`src/etp_pkg.sv`:
```
// Shared constants and carriers for the dual 8-bit PWM timer block.
// Assumes a single 25 MHz core clock and an APB register port.
package etp_pkg;

    localparam int DATA_W = 8;
    localparam int PRES_W = 10;
    localparam int CORE_CLK_HZ = 25000000;

    // Register byte offsets
    localparam logic [7:0] ADDR_A_CTRL = 8'h00;
    localparam logic [7:0] ADDR_A_COUNT = 8'h04;
    localparam logic [7:0] ADDR_A_CMP = 8'h08;
    localparam logic [7:0] ADDR_B_CTRL = 8'h0C;
    localparam logic [7:0] ADDR_B_COUNT = 8'h10;
    localparam logic [7:0] ADDR_B_CMP = 8'h14;
    localparam logic [7:0] ADDR_ASYNC_STATUS = 8'h18;
    localparam logic [7:0] ADDR_IRQ_ENABLE = 8'h1C;
    localparam logic [7:0] ADDR_IRQ_FLAGS = 8'h20;

    // async_timer_status fields
    localparam int ST_CTRL_BUSY = 0;
    localparam int ST_CMP_BUSY = 1;
    localparam int ST_CNT_BUSY = 2;
    localparam int ST_ASYNC_SEL = 3;

    // Interrupt enable / flag fields
    localparam int IRQ_A_OVF = 0;
    localparam int IRQ_A_CMP = 1;
    localparam int IRQ_B_OVF = 2;
    localparam int IRQ_B_CMP = 3;
    localparam int IRQ_GLOBAL = 7;

    // Reset values
    localparam logic [7:0] RST_COUNT = 8'h00;
    localparam logic [7:0] RST_CMP = 8'h00;
    localparam logic [7:0] RST_IRQ_ENABLE = 8'h00;

    // Counter limits and timing
    localparam logic [7:0] COUNT_BOTTOM = 8'h00;
    localparam logic [7:0] COUNT_TOP = 8'hFF;
    localparam int PWM_PERIOD_TICKS = 2 * int'(COUNT_TOP);
    localparam logic [1:0] OSC_LATCH_EDGES = 2'h2;
    localparam int FLAG_SYNC_CYCLES = 3;

    typedef enum logic [1:0] {
        OUT_OFF = 2'b00,
        OUT_TOGGLE = 2'b01,
        OUT_CLEAR = 2'b10,
        OUT_SET = 2'b11
    } etp_cmode_e;

    // Control register, bit 7 reserved and reads zero
    typedef struct packed {
        logic pwmEn;
        etp_cmode_e cmpMode;
        logic clrOnMatch;
        logic [2:0] clkSel;
    } etp_ctrl_s;

    localparam etp_ctrl_s RST_CTRL = '{pwmEn: 1'b0, cmpMode: OUT_OFF, clrOnMatch: 1'b0, clkSel: 3'h0};

    typedef struct packed {
        logic [7:0] count;
        logic [7:0] cmpRead;
        logic pin;
        logic pinEn;
        logic ovfPulse;
        logic cmpPulse;
    } etp_chan_s;

endpackage : etp_pkg

```
`src/etp_pwm_channel.sv`:
```
// One 8-bit timer channel: normal or phase-correct PWM counting, compare buffer, pin logic.
// Assumes tick is a one-cycle enable and loads are single-cycle pulses.
`timescale 1ns/1ns
module etp_pwm_channel
(
    input wire logic core_clk,
    input wire logic arst_n,
    input wire logic tick,
    input etp_pkg::etp_ctrl_s ctrl,
    input wire logic countLoad,
    input wire logic [7:0] countData,
    input wire logic cmpLoad,
    input wire logic [7:0] cmpData,
    input wire logic matchBlock,
    output etp_pkg::etp_chan_s chan
);

    typedef struct packed {
        logic [7:0] count;
        logic [7:0] activeCmp;
        logic [7:0] bufCmp;
        logic countDown;
        logic pin;
        logic ovf;
        logic cmpHit;
    } etp_chan_state_s;

    etp_chan_state_s state_reg;
    etp_chan_state_s state_next;

    always_comb
    begin
        logic match;
        match = 1'b0;
        state_next = state_reg;
        state_next.ovf = 1'b0;
        state_next.cmpHit = 1'b0;
        if (tick)
        begin
            // No match while a compare or count write is in flight
            match = (state_reg.count == state_reg.activeCmp) && !matchBlock;
            state_next.cmpHit = match;
            if (ctrl.pwmEn)
            begin
                if (state_reg.count == etp_pkg::COUNT_BOTTOM)
                begin
                    state_next.countDown = 1'b0;
                    state_next.count = state_reg.count + 8'h01;
                    state_next.ovf = 1'b1;
                end
                else if (state_reg.count == etp_pkg::COUNT_TOP)
                begin
                    state_next.countDown = 1'b1;
                    state_next.count = state_reg.count - 8'h01;
                    state_next.activeCmp = state_reg.bufCmp;
                end
                else if (state_reg.countDown)
                begin
                    state_next.count = state_reg.count - 8'h01;
                end
                else
                begin
                    state_next.count = state_reg.count + 8'h01;
                end
                if (match && ctrl.cmpMode == etp_pkg::OUT_CLEAR)
                begin
                    state_next.pin = state_reg.countDown;
                end
                else if (match && ctrl.cmpMode == etp_pkg::OUT_SET)
                begin
                    state_next.pin = !state_reg.countDown;
                end
            end
            else
            begin
                state_next.countDown = 1'b0;
                state_next.count = state_reg.count + 8'h01;
                state_next.ovf = (state_reg.count == etp_pkg::COUNT_TOP);
                if (match && ctrl.clrOnMatch)
                begin
                    state_next.count = etp_pkg::COUNT_BOTTOM;
                end
                if (match)
                begin
                    case (ctrl.cmpMode)
                        etp_pkg::OUT_TOGGLE: state_next.pin = !state_reg.pin;
                        etp_pkg::OUT_CLEAR: state_next.pin = 1'b0;
                        etp_pkg::OUT_SET: state_next.pin = 1'b1;
                        default: state_next.pin = state_reg.pin;
                    endcase
                end
            end
        end
        // Written count wins over the tick; counting resumes next tick
        if (countLoad)
        begin
            state_next.count = countData;
        end
        if (cmpLoad)
        begin
            state_next.bufCmp = cmpData;
            if (!ctrl.pwmEn)
            begin
                state_next.activeCmp = cmpData;
            end
        end
        // Extreme compare values pin the output at once
        if (ctrl.pwmEn && ctrl.cmpMode[1])
        begin
            if (state_next.activeCmp == etp_pkg::COUNT_BOTTOM)
            begin
                state_next.pin = (ctrl.cmpMode == etp_pkg::OUT_SET);
            end
            else if (state_next.activeCmp == etp_pkg::COUNT_TOP)
            begin
                state_next.pin = (ctrl.cmpMode == etp_pkg::OUT_CLEAR);
            end
        end
    end

    always_ff @(posedge core_clk or negedge arst_n)
    begin
        if (!arst_n)
        begin
            state_reg <= '{count: etp_pkg::RST_COUNT, activeCmp: etp_pkg::RST_CMP, bufCmp: etp_pkg::RST_CMP,
                           countDown: 1'b0, pin: 1'b0, ovf: 1'b0, cmpHit: 1'b0};
        end
        else
        begin
            state_reg <= state_next;
        end
    end

    always_comb
    begin
        chan.count = state_reg.count;
        chan.cmpRead = state_reg.bufCmp;
        chan.pin = state_reg.pin;
        // Toggle mode has no meaning in PWM, so the pin is released there
        chan.pinEn = (ctrl.cmpMode != etp_pkg::OUT_OFF) && !(ctrl.pwmEn && ctrl.cmpMode == etp_pkg::OUT_TOGGLE);
        chan.ovfPulse = state_reg.ovf;
        chan.cmpPulse = state_reg.cmpHit;
    end

endmodule : etp_pwm_channel

```
`src/etp_timer_top.sv`:
```
// Two 8-bit PWM timers behind an APB slave; timer A may count the oscillator pin edges.
// Assumes APB signals and all pins are synchronous to core_clk.
//
// The implementer's own choices: register access over APB and the register addresses.
`timescale 1ns/1ns
module etp_timer_top
#(
    parameter int ADDR_W = 8
)
(
    input wire logic core_clk,
    input wire logic arst_n,
    input wire logic psel,
    input wire logic penable,
    input wire logic pwrite,
    input wire logic [ADDR_W-1:0] paddr,
    input wire logic [31:0] pwdata,
    output logic [31:0] prdata,
    output logic pready,
    output logic pslverr,
    input wire logic asyncOscClockPin,
    input wire logic timerBExtClock,
    output logic pwmOutputPinA,
    output logic pwmOutputPinAEn,
    output logic pwmOutputPinB,
    output logic pwmOutputPinBEn,
    output logic timerAIrq,
    output logic timerBIrq,
    output logic wakeRequest
);

    if (ADDR_W < 8)
    begin : g_bad_addr_w
        $error("ADDR_W must hold the register map");
    end

    localparam int HOLD_CTRL = 0;
    localparam int HOLD_CMP = 1;
    localparam int HOLD_CNT = 2;

    typedef struct packed {
        etp_pkg::etp_ctrl_s ctrlA;
        etp_pkg::etp_ctrl_s ctrlB;
        logic [2:0][7:0] hold;
        logic [2:0] busy;
        logic [2:0][1:0] edges;
        logic asyncSel;
        logic [7:0] irqEn;
        logic [3:0] flags;
        logic [etp_pkg::PRES_W-1:0] presA;
        logic [etp_pkg::PRES_W-1:0] presB;
        logic oscPrev;
        logic extPrev;
        logic [etp_pkg::FLAG_SYNC_CYCLES-1:0] syncOvf;
        logic [etp_pkg::FLAG_SYNC_CYCLES-1:0] syncCmp;
        logic wakePend;
        logic wakeArm;
        logic wakeReq;
        logic [31:0] rdata;
        logic err;
    } etp_top_s;

    etp_top_s state_reg;
    etp_top_s state_next;

    etp_pkg::etp_chan_s chanA;
    etp_pkg::etp_chan_s chanB;
    logic oscRise;
    logic extRise;
    logic extFall;
    logic tickA;
    logic tickB;
    logic apbWrite;
    logic apbSetup;
    logic loadCntA;
    logic loadCmpA;
    logic [7:0] cntDataA;
    logic [7:0] cmpDataA;
    logic loadCntB;
    logic loadCmpB;
    logic [2:0] transfer;

    // Divider tap: all selected low bits of the prescaler at ones
    function automatic logic divTick(input logic [etp_pkg::PRES_W-1:0] pres, input logic [2:0] sel,
                                     input logic isA);
        logic [etp_pkg::PRES_W-1:0] mask;
        mask = '0;
        case (sel)
            3'h2: mask = 10'h007;
            3'h3: mask = isA ? 10'h01F : 10'h03F;
            3'h4: mask = isA ? 10'h03F : 10'h0FF;
            3'h5: mask = isA ? 10'h07F : 10'h3FF;
            3'h6: mask = 10'h0FF;
            3'h7: mask = 10'h3FF;
            default: mask = '0;
        endcase
        divTick = (sel != 3'h0) && ((pres & mask) == mask);
    endfunction : divTick

    always_comb
    begin
        logic srcA;
        srcA = 1'b0;
        oscRise = asyncOscClockPin && !state_reg.oscPrev;
        extRise = timerBExtClock && !state_reg.extPrev;
        extFall = !timerBExtClock && state_reg.extPrev;
        apbSetup = psel && !penable;
        apbWrite = psel && penable && pwrite;
        // In async mode timer A advances only on oscillator edges
        srcA = state_reg.asyncSel ? oscRise : 1'b1;
        tickA = srcA && divTick(state_reg.presA, state_reg.ctrlA.clkSel, 1'b1);
        if (state_reg.ctrlB.clkSel == 3'h6)
        begin
            tickB = extFall;
        end
        else if (state_reg.ctrlB.clkSel == 3'h7)
        begin
            tickB = extRise;
        end
        else
        begin
            tickB = divTick(state_reg.presB, state_reg.ctrlB.clkSel, 1'b0);
        end
        for (int i = 0; i < 3; i++)
        begin
            transfer[i] = state_reg.busy[i] && oscRise && (state_reg.edges[i] == etp_pkg::OSC_LATCH_EDGES - 2'h1);
        end
        if (state_reg.asyncSel)
        begin
            loadCntA = transfer[HOLD_CNT];
            cntDataA = state_reg.hold[HOLD_CNT];
            loadCmpA = transfer[HOLD_CMP];
            cmpDataA = state_reg.hold[HOLD_CMP];
        end
        else
        begin
            loadCntA = apbWrite && paddr[7:0] == etp_pkg::ADDR_A_COUNT;
            cntDataA = pwdata[7:0];
            loadCmpA = apbWrite && paddr[7:0] == etp_pkg::ADDR_A_CMP;
            cmpDataA = pwdata[7:0];
        end
        loadCntB = apbWrite && paddr[7:0] == etp_pkg::ADDR_B_COUNT;
        loadCmpB = apbWrite && paddr[7:0] == etp_pkg::ADDR_B_CMP;
    end

    etp_pwm_channel u_chan_a
    (
        .core_clk(core_clk),
        .arst_n(arst_n),
        .tick(tickA),
        .ctrl(state_reg.ctrlA),
        .countLoad(loadCntA),
        .countData(cntDataA),
        .cmpLoad(loadCmpA),
        .cmpData(cmpDataA),
        .matchBlock(state_reg.asyncSel && (state_reg.busy[HOLD_CMP] || state_reg.busy[HOLD_CNT])),
        .chan(chanA)
    );

    etp_pwm_channel u_chan_b
    (
        .core_clk(core_clk),
        .arst_n(arst_n),
        .tick(tickB),
        .ctrl(state_reg.ctrlB),
        .countLoad(loadCntB),
        .countData(pwdata[7:0]),
        .cmpLoad(loadCmpB),
        .cmpData(pwdata[7:0]),
        .matchBlock(1'b0),
        .chan(chanB)
    );

    always_comb
    begin
        logic [3:0] setFlags;
        logic [3:0] clrFlags;
        logic [7:0] rd;
        logic hit;
        setFlags = '0;
        clrFlags = '0;
        rd = '0;
        hit = 1'b1;
        state_next = state_reg;
        state_next.oscPrev = asyncOscClockPin;
        state_next.extPrev = timerBExtClock;
        state_next.wakeReq = 1'b0;
        if (state_reg.asyncSel ? oscRise : 1'b1)
        begin
            state_next.presA = state_reg.presA + 10'h001;
        end
        state_next.presB = state_reg.presB + 10'h001;

        // Holding registers: each has its own busy bit and edge count
        for (int i = 0; i < 3; i++)
        begin
            if (transfer[i])
            begin
                state_next.busy[i] = 1'b0;
                state_next.edges[i] = 2'h0;
            end
            else if (state_reg.busy[i] && oscRise)
            begin
                state_next.edges[i] = state_reg.edges[i] + 2'h1;
            end
        end
        if (transfer[HOLD_CTRL])
        begin
            state_next.ctrlA = etp_pkg::etp_ctrl_s'(state_reg.hold[HOLD_CTRL][6:0]);
        end

        // Flags from timer A cross a three-stage pipe in async mode
        state_next.syncOvf = {state_reg.syncOvf[etp_pkg::FLAG_SYNC_CYCLES-2:0], chanA.ovfPulse};
        state_next.syncCmp = {state_reg.syncCmp[etp_pkg::FLAG_SYNC_CYCLES-2:0], chanA.cmpPulse};
        if (state_reg.asyncSel)
        begin
            setFlags[etp_pkg::IRQ_A_OVF] = state_reg.syncOvf[etp_pkg::FLAG_SYNC_CYCLES-1];
            setFlags[etp_pkg::IRQ_A_CMP] = state_reg.syncCmp[etp_pkg::FLAG_SYNC_CYCLES-1];
        end
        else
        begin
            setFlags[etp_pkg::IRQ_A_OVF] = chanA.ovfPulse;
            setFlags[etp_pkg::IRQ_A_CMP] = chanA.cmpPulse;
        end
        setFlags[etp_pkg::IRQ_B_OVF] = chanB.ovfPulse;
        setFlags[etp_pkg::IRQ_B_CMP] = chanB.cmpPulse;

        // Wake waits for the next oscillator rise, then stays disarmed until one more oscillator rise has passed
        if (state_reg.asyncSel && (chanA.ovfPulse || chanA.cmpPulse))
        begin
            state_next.wakePend = 1'b1;
        end
        if (oscRise)
        begin
            state_next.wakeArm = 1'b1;
            if (state_reg.wakePend && state_reg.wakeArm)
            begin
                state_next.wakeReq = 1'b1;
                state_next.wakePend = 1'b0;
                state_next.wakeArm = 1'b0;
            end
        end

        // APB write, taken in the access phase
        if (apbWrite)
        begin
            if (paddr[7:0] == etp_pkg::ADDR_A_CTRL)
            begin
                if (state_reg.asyncSel)
                begin
                    state_next.hold[HOLD_CTRL] = pwdata[7:0];
                    state_next.busy[HOLD_CTRL] = 1'b1;
                    state_next.edges[HOLD_CTRL] = 2'h0;
                end
                else
                begin
                    state_next.ctrlA = etp_pkg::etp_ctrl_s'(pwdata[6:0]);
                end
            end
            else if (paddr[7:0] == etp_pkg::ADDR_A_COUNT && state_reg.asyncSel)
            begin
                state_next.hold[HOLD_CNT] = pwdata[7:0];
                state_next.busy[HOLD_CNT] = 1'b1;
                state_next.edges[HOLD_CNT] = 2'h0;
            end
            else if (paddr[7:0] == etp_pkg::ADDR_A_CMP && state_reg.asyncSel)
            begin
                state_next.hold[HOLD_CMP] = pwdata[7:0];
                state_next.busy[HOLD_CMP] = 1'b1;
                state_next.edges[HOLD_CMP] = 2'h0;
            end
            else if (paddr[7:0] == etp_pkg::ADDR_B_CTRL)
            begin
                state_next.ctrlB = etp_pkg::etp_ctrl_s'(pwdata[6:0]);
            end
            else if (paddr[7:0] == etp_pkg::ADDR_ASYNC_STATUS)
            begin
                state_next.asyncSel = pwdata[etp_pkg::ST_ASYNC_SEL];
            end
            else if (paddr[7:0] == etp_pkg::ADDR_IRQ_ENABLE)
            begin
                state_next.irqEn = pwdata[7:0];
            end
            else if (paddr[7:0] == etp_pkg::ADDR_IRQ_FLAGS)
            begin
                clrFlags = pwdata[3:0];
            end
        end
        // A flag set in the clearing cycle survives
        state_next.flags = (state_reg.flags & ~clrFlags) | setFlags;

        // APB read data is captured in the setup phase
        if (paddr[7:0] == etp_pkg::ADDR_A_CTRL)
        begin
            rd = {1'b0, state_reg.asyncSel ? state_reg.hold[HOLD_CTRL][6:0] : state_reg.ctrlA};
        end
        else if (paddr[7:0] == etp_pkg::ADDR_A_COUNT)
        begin
            rd = chanA.count;
        end
        else if (paddr[7:0] == etp_pkg::ADDR_A_CMP)
        begin
            rd = state_reg.asyncSel ? state_reg.hold[HOLD_CMP] : chanA.cmpRead;
        end
        else if (paddr[7:0] == etp_pkg::ADDR_B_CTRL)
        begin
            rd = {1'b0, state_reg.ctrlB};
        end
        else if (paddr[7:0] == etp_pkg::ADDR_B_COUNT)
        begin
            rd = chanB.count;
        end
        else if (paddr[7:0] == etp_pkg::ADDR_B_CMP)
        begin
            rd = chanB.cmpRead;
        end
        else if (paddr[7:0] == etp_pkg::ADDR_ASYNC_STATUS)
        begin
            rd = {4'h0, state_reg.asyncSel, state_reg.busy};
        end
        else if (paddr[7:0] == etp_pkg::ADDR_IRQ_ENABLE)
        begin
            rd = state_reg.irqEn;
        end
        else if (paddr[7:0] == etp_pkg::ADDR_IRQ_FLAGS)
        begin
            rd = {4'h0, state_reg.flags};
        end
        else
        begin
            hit = 1'b0;
        end
        if (paddr[1:0] != 2'h0 || paddr[ADDR_W-1:0] > ADDR_W'(etp_pkg::ADDR_IRQ_FLAGS))
        begin
            hit = 1'b0;
        end
        if (apbSetup)
        begin
            state_next.rdata = {24'h000000, hit ? rd : 8'h00};
            state_next.err = !hit;
        end
    end

    always_ff @(posedge core_clk or negedge arst_n)
    begin
        if (!arst_n)
        begin
            state_reg <= '{ctrlA: etp_pkg::RST_CTRL, ctrlB: etp_pkg::RST_CTRL, hold: '0, busy: 3'h0, edges: '0,
                           asyncSel: 1'b0, irqEn: etp_pkg::RST_IRQ_ENABLE, flags: 4'h0, presA: '0, presB: '0,
                           oscPrev: 1'b0, extPrev: 1'b0, syncOvf: '0, syncCmp: '0, wakePend: 1'b0,
                           wakeArm: 1'b1, wakeReq: 1'b0, rdata: 32'h00000000, err: 1'b0};
        end
        else
        begin
            state_reg <= state_next;
        end
    end

    always_comb
    begin
        prdata = state_reg.rdata;
        pready = psel && penable;
        pslverr = psel && penable && state_reg.err;
        pwmOutputPinA = chanA.pin;
        pwmOutputPinAEn = chanA.pinEn;
        pwmOutputPinB = chanB.pin;
        pwmOutputPinBEn = chanB.pinEn;
        timerAIrq = state_reg.irqEn[etp_pkg::IRQ_GLOBAL] && |(state_reg.flags[1:0] & state_reg.irqEn[1:0]);
        timerBIrq = state_reg.irqEn[etp_pkg::IRQ_GLOBAL] && |(state_reg.flags[3:2] & state_reg.irqEn[3:2]);
        wakeRequest = state_reg.wakeReq;
    end

endmodule : etp_timer_top

```
`config.mk`:
```
export PLATFORM = sky130hd
export DESIGN_NAME = etp_timer_top
export DESIGN_NICKNAME = d
export VERILOG_FILES = /design/src/etp_pkg.sv /design/src/etp_pwm_channel.sv /design/src/etp_timer_top.sv
export SDC_FILE = /design/constraint.sdc
export NUM_CORES = 1
export LEC_CHECK = 0
export BUFFER_PORTS_ARGS = -buffer_cell sky130_fd_sc_hd__buf_2
export CORE_MARGIN = 10
export CORE_UTILIZATION = 50
export CTS_CLUSTER_SIZE = 14
export DETAILED_ROUTE_END_ITERATION = 16
export HOLD_SLACK_MARGIN = 0.03
export PLACE_DENSITY = 0.8
export SKIP_CTS_REPAIR_TIMING = 1
export SYNTH_ARGS = -nofsm -noshare
export SYNTH_HDL_FRONTEND = slang
export SYNTH_SLANG_ARGS = --single-unit
export TNS_END_PERCENT = 50
```
`constraint.sdc`:
```
create_clock -name core_clk -period 5.1 [get_ports core_clk]
set_clock_uncertainty 0.15 [all_clocks]
set_input_delay 0.255 -clock core_clk [delete_from_list [all_inputs] [get_ports core_clk]]
set_output_delay 0.255 -clock core_clk [all_outputs]
set_load 0.02 [all_outputs]
```
# After elaboration in Yosys (flattened, before gate mapping)
# Index checks and enable logic that the tools add are counted.
# totals
out_inout_bits	41
regBits	156
word_cells	315
# classes
n_addsub	9
n_bitwise	12
order_cmp	1
reduce_logical	77
mux	134
eq_ne	39
# ops
operator	count
$mux W8	39
$mux W16	4
$pmux W10 S6	1
$mux W56	1
$mux W7	7
$mux W1	43
$logic_and A1 B1 Y1	40
$logic_not A8 Y1	5
$mux W4	10
$pmux W10 S4	1
$mux W9	4
$eq A8 B5 Y1 const B	4
$eq A8 B8 Y1 const B	4
$mux W2	13
$eq A3 B3 Y1 const B	8
$mux W23	1
$add A10 B1 Y10 const B	2
$and A10 B10 Y10	2
$eq A10 B10 Y1	2
$mux W10	2
$mux W3	6
$add A8 B1 Y8 const B	2
$eq A8 B4 Y1 const B	2
$eq A8 B8 Y1	2
other kinds (26)	67

# Longest topological paths before layout
# depth
depth_word	16
mapped_depth	12
ltp_nobuf	10

# Cells and area by module
# A second synthesis with hierarchy kept.
# hier_totals
cells_unflattened	1011
hier_area_um2	9567.9
# modules_own_cells
mod	area_each_um2	n_inst	cells_each	seq_area_each_um2
etp_timer_top	5491.5	1	561	2478.6
etp_pwm_channel	2038.2	2	225	700.7

# Worst setup path before layout
# Ideal clock, no wire load.
# synth_path
path_kind	register to register
startpoint	register state_reg[118] in the netlist's numbering
endpoint	register u_chan_a.state_reg (netlist bit u_chan_a.chan[3])
path_stages_with_launch	10
setup_ns	0.133
path_slack_ns	2.474
n_path_buf	0
required_time_ns	4.817
arrival_ns	2.343
path_cell_list	dfrtp_1 or3b_1 o31ai_1 nand4_2 mux2i_1 mux2i_1 or4_1 nor2_1 mux2i_1 a2bb2oi_2
# synth_lines
element	line_no	rtl
start: declaration	etp_timer_top.sv:63	etp_top_s state_reg;
start signal: assignment	etp_timer_top.sv:348	state_reg <= '{ctrlA: etp_pkg::RST_CTRL, ctrlB: etp_pkg::RST_CTRL, hold: '0, busy: 3'h0, edges: '0,
start signal: assignment	etp_timer_top.sv:355	state_reg <= state_next;
end signal: assignment	etp_pwm_channel.sv:125	state_reg <= '{count: etp_pkg::RST_COUNT, activeCmp: etp_pkg::RST_CMP, bufCmp: etp_pkg::RST_CMP,
end signal: assignment	etp_pwm_channel.sv:130	state_reg <= state_next;
end: declaration	etp_pwm_channel.sv:28	etp_chan_state_s state_reg;

==> flow_summary.ini <==
[power]
peakVddDrop_v = 0.000195
leakagePower_nw = 4.40
power_density_nw_per_um2 = 334

[global_routing]
grt.total_usage_pct = 19.9
grt_max_degree = 110
grt_pass1_wl_mm = 35.3
grt_overflow_total = 0
first_global_vias = 6424
grt_antenna_before_repair = 2

[timing]
maxSlewHeadroom_pct = 26.0
hold_ws_ps = 25.7
setup_viol = 0
finalWorstSetupSlack_ps = 1680
rsz0062_at_grt = no
period_share_pct = 67.1
clock.fmax_ghz = 0.292
finalHoldViolations = 0
slew_violations = 0
finalCriticalPeriod_ps = 3420
fin_setup_tns_ps = 0
tightest_slew_ps = 1110

[synth]
ys.warnings.count = 0
async_flop_share_pct = 100
syn_area_per_cell_sq_um = 9.86
synth_cells = 869
ys_seq_elements = 155
synth_edf_count = 0
syn_area_sq_um = 8570
yosysSeqAreaShare_pct = 45.3
synth_flop_cell = dfrtp_1
yosysUniqueCellTypes = 73

[hold_path]
min_path_type = in2reg

[detailed_routing]
avgViaCountPerCell = 6.16
drc = 0
antenna_left = 0
wl_mm = 22.4
drt_iter0_drc = 973
dr.pass1.iters = 6
routedWlPerCell_um = 20.0
dr_total_vias = 6871

[clock_network]
htreeDepth = 4
cts-root-buf = clkbuf_16
cts_buffer_depth = 2
cts_tree = done
clock_latency_ps = 440
numCtsBuffers = 17
clock-sinks = 155
path_clk_slew_ps = 60

[worst_setup_path]
arrival_ps = 3590
crit_path_start_kind = flop
slowest_stage = dfrtp_1
critPathKind = reg2reg
slowest_delay_ps = 610
worstPathRequired_ps = 5260
r2r_setup_slack_ps = 1680
crit_chain = nand4_1 -> nor3_1 -> nand4_2 -> mux2i_1 -> mux2i_1 -> or4_1 -> nor2_1 -> mux2i_1 -> a2bb2oi_2
path_common_cell = mux2i_1
cp-end-kind = flop
critPathMaxFanout = 11

[final_layout]
fin_cells = 1116
syn2layout_area_growth_pct = 9.49
final_cell_mix = dfrtp_1, nand2_1, nor2_1, a21oi_1, mux2_2
nNetsFinal = 938
largest_reg_flops = 86
fillers = 1458
mostFrequentLayoutCell = dfrtp_1
drive_gt1_share_pct = 15.1

[placed_design]
gp_congestion = 0.936
dp_hpwl_mm = 15.8
portBuffers = 39
place_ws_ps = 1670
placed_cells = 1080

[floorplan]
rows = 47
die_y_um = 151
die_w_um = 151
start_util_pct = 51.3
core_area_sq_um = 16700
pin_count = 88
die_area_sq_um = 22800

[run]
drv_cap = 0

[run_status]
status = finished clean
## critical path, delay by kind of cell, from the launching register on
| family | cells | cell delay, ps |
|---|---|---|
| DFF | 1 | 610 |
| and+or+nand+nor | 5 | 1810 |
| AOI/OAI and AO/OA | 1 | 140 |
| muxes | 3 | 570 |
## path summary, 6_finish.rpt
kind                              startpoint                end  cells after the start
setup / recovery           u_chan_a.chan[14]   u_chan_a.chan[3]                      9
hold / removal                     pwdata[7]  u_chan_b.chan[19]                      3
setup reg to reg           u_chan_a.chan[14]   u_chan_a.chan[3]                      9
hold reg to reg               state_next[38]      state_reg[38]                      0
max in group asynchronous             arst_n     state_reg[122]                      3
min in group asynchronous             arst_n   u_chan_b.chan[3]                      2
## cell type report
cell class | instances | area [sq um] | area share (%)
antenna | 1 | 2.50 | 0.0267
clock buffer | 21 | 450 | 4.80
clock inverter | 11 | 170 | 1.81
inverter | 28 | 105 | 1.12
multi-input combinational | 633 | 4230 | 45.1
sequential | 155 | 3880 | 41.4
tap | 220 | 275 | 2.93
timing repair buffer | 47 | 269 | 2.87
## synth_stat cells, types with 4 or more instances
library cell | n | share of area [%]
dfrtp_1 | 154 | 45
clkbuf_1 | 21 | 0.92
a211oi_1 | 4 | 0.35
a21o_1 | 10 | 0.88
ha_1 | 9 | 1.3
a21oi_1 | 58 | 3.4
or4_1 | 4 | 0.35
and2_1 | 6 | 0.44
buf_1 | 6 | 0.26
nor3b_1 | 4 | 0.35
a222oi_1 | 5 | 0.58
xnor2_1 | 22 | 2.2
o32ai_1 | 6 | 0.61
o32a_1 | 5 | 0.58
mux2i_1 | 43 | 5.0
nor3_1 | 18 | 1.1
buf_2 | 13 | 0.76
a32oi_1 | 5 | 0.51
o21ai_1 | 9 | 0.53
mux2_1 | 4 | 0.53
nand4_1 | 13 | 0.95
nand2b_1 | 6 | 0.44
mux2_2 | 45 | 5.9
nand2_1 | 66 | 2.9
xor2_1 | 14 | 1.4
buf_4 | 33 | 2.9
o22ai_1 | 11 | 0.80
inv_1 | 28 | 1.2
a22o_1 | 6 | 0.61
and4_1 | 4 | 0.41
o21ai_0 | 40 | 2.3
nor2_1 | 62 | 2.7
and3_1 | 12 | 0.88
nor2b_1 | 18 | 1.3
o31ai_1 | 5 | 0.44
a22oi_1 | 8 | 0.70
nor4_1 | 8 | 0.58
nand3_1 | 28 | 1.6
## routing by layer
| metal | track usage (%) | vias up | wire length, um |
|---|---|---|---|
| li1 | - | 3125 | - |
| met4 | 7.94 | 2 | 689 |
| met5 | 0 | - | 20 |
| met1 | 27.2 | 3374 | 9520 |
| met2 | 30.3 | 306 | 10100 |
| met3 | 4.21 | 64 | 1990 |
## metrics by stage
stage	cell area, sq um	util [%]	total power, W
2_1_floorplan	8660	-	0.00169
3_3_place_gp	8730	52.3	0.00179
3_5_place_dp	8730	52.3	0.00181
4_1_cts	9350	56.0	0.00314
5_1_grt	9380	56.2	0.00325
6_report	9390	56.2	0.00313
## cell families (layout without fill, tap and decap cells)
family,Yosys count,after routing,synth area share [%]
adders and majority gates,9,9,1.31
AOI/OAI and AO/OA,201,201,15.3
muxes,92,92,11.5
buffers and inverters,104,107,6.45
DFF,155,155,45.3
and+or+nand+nor,271,271,16.5
other,1,25,0.0437
xor gates and xnor gates,36,36,3.68
## power by group
group | switching (W) | leakage (nW) | internal, W
Combinational | 0.000225 | 2.00 | 0.000155
Sequential | 0.000115 | 2.10 | 0.00130
Clock | 0.000507 | 0.293 | 0.000831
(Power assumes the default switching activity.)
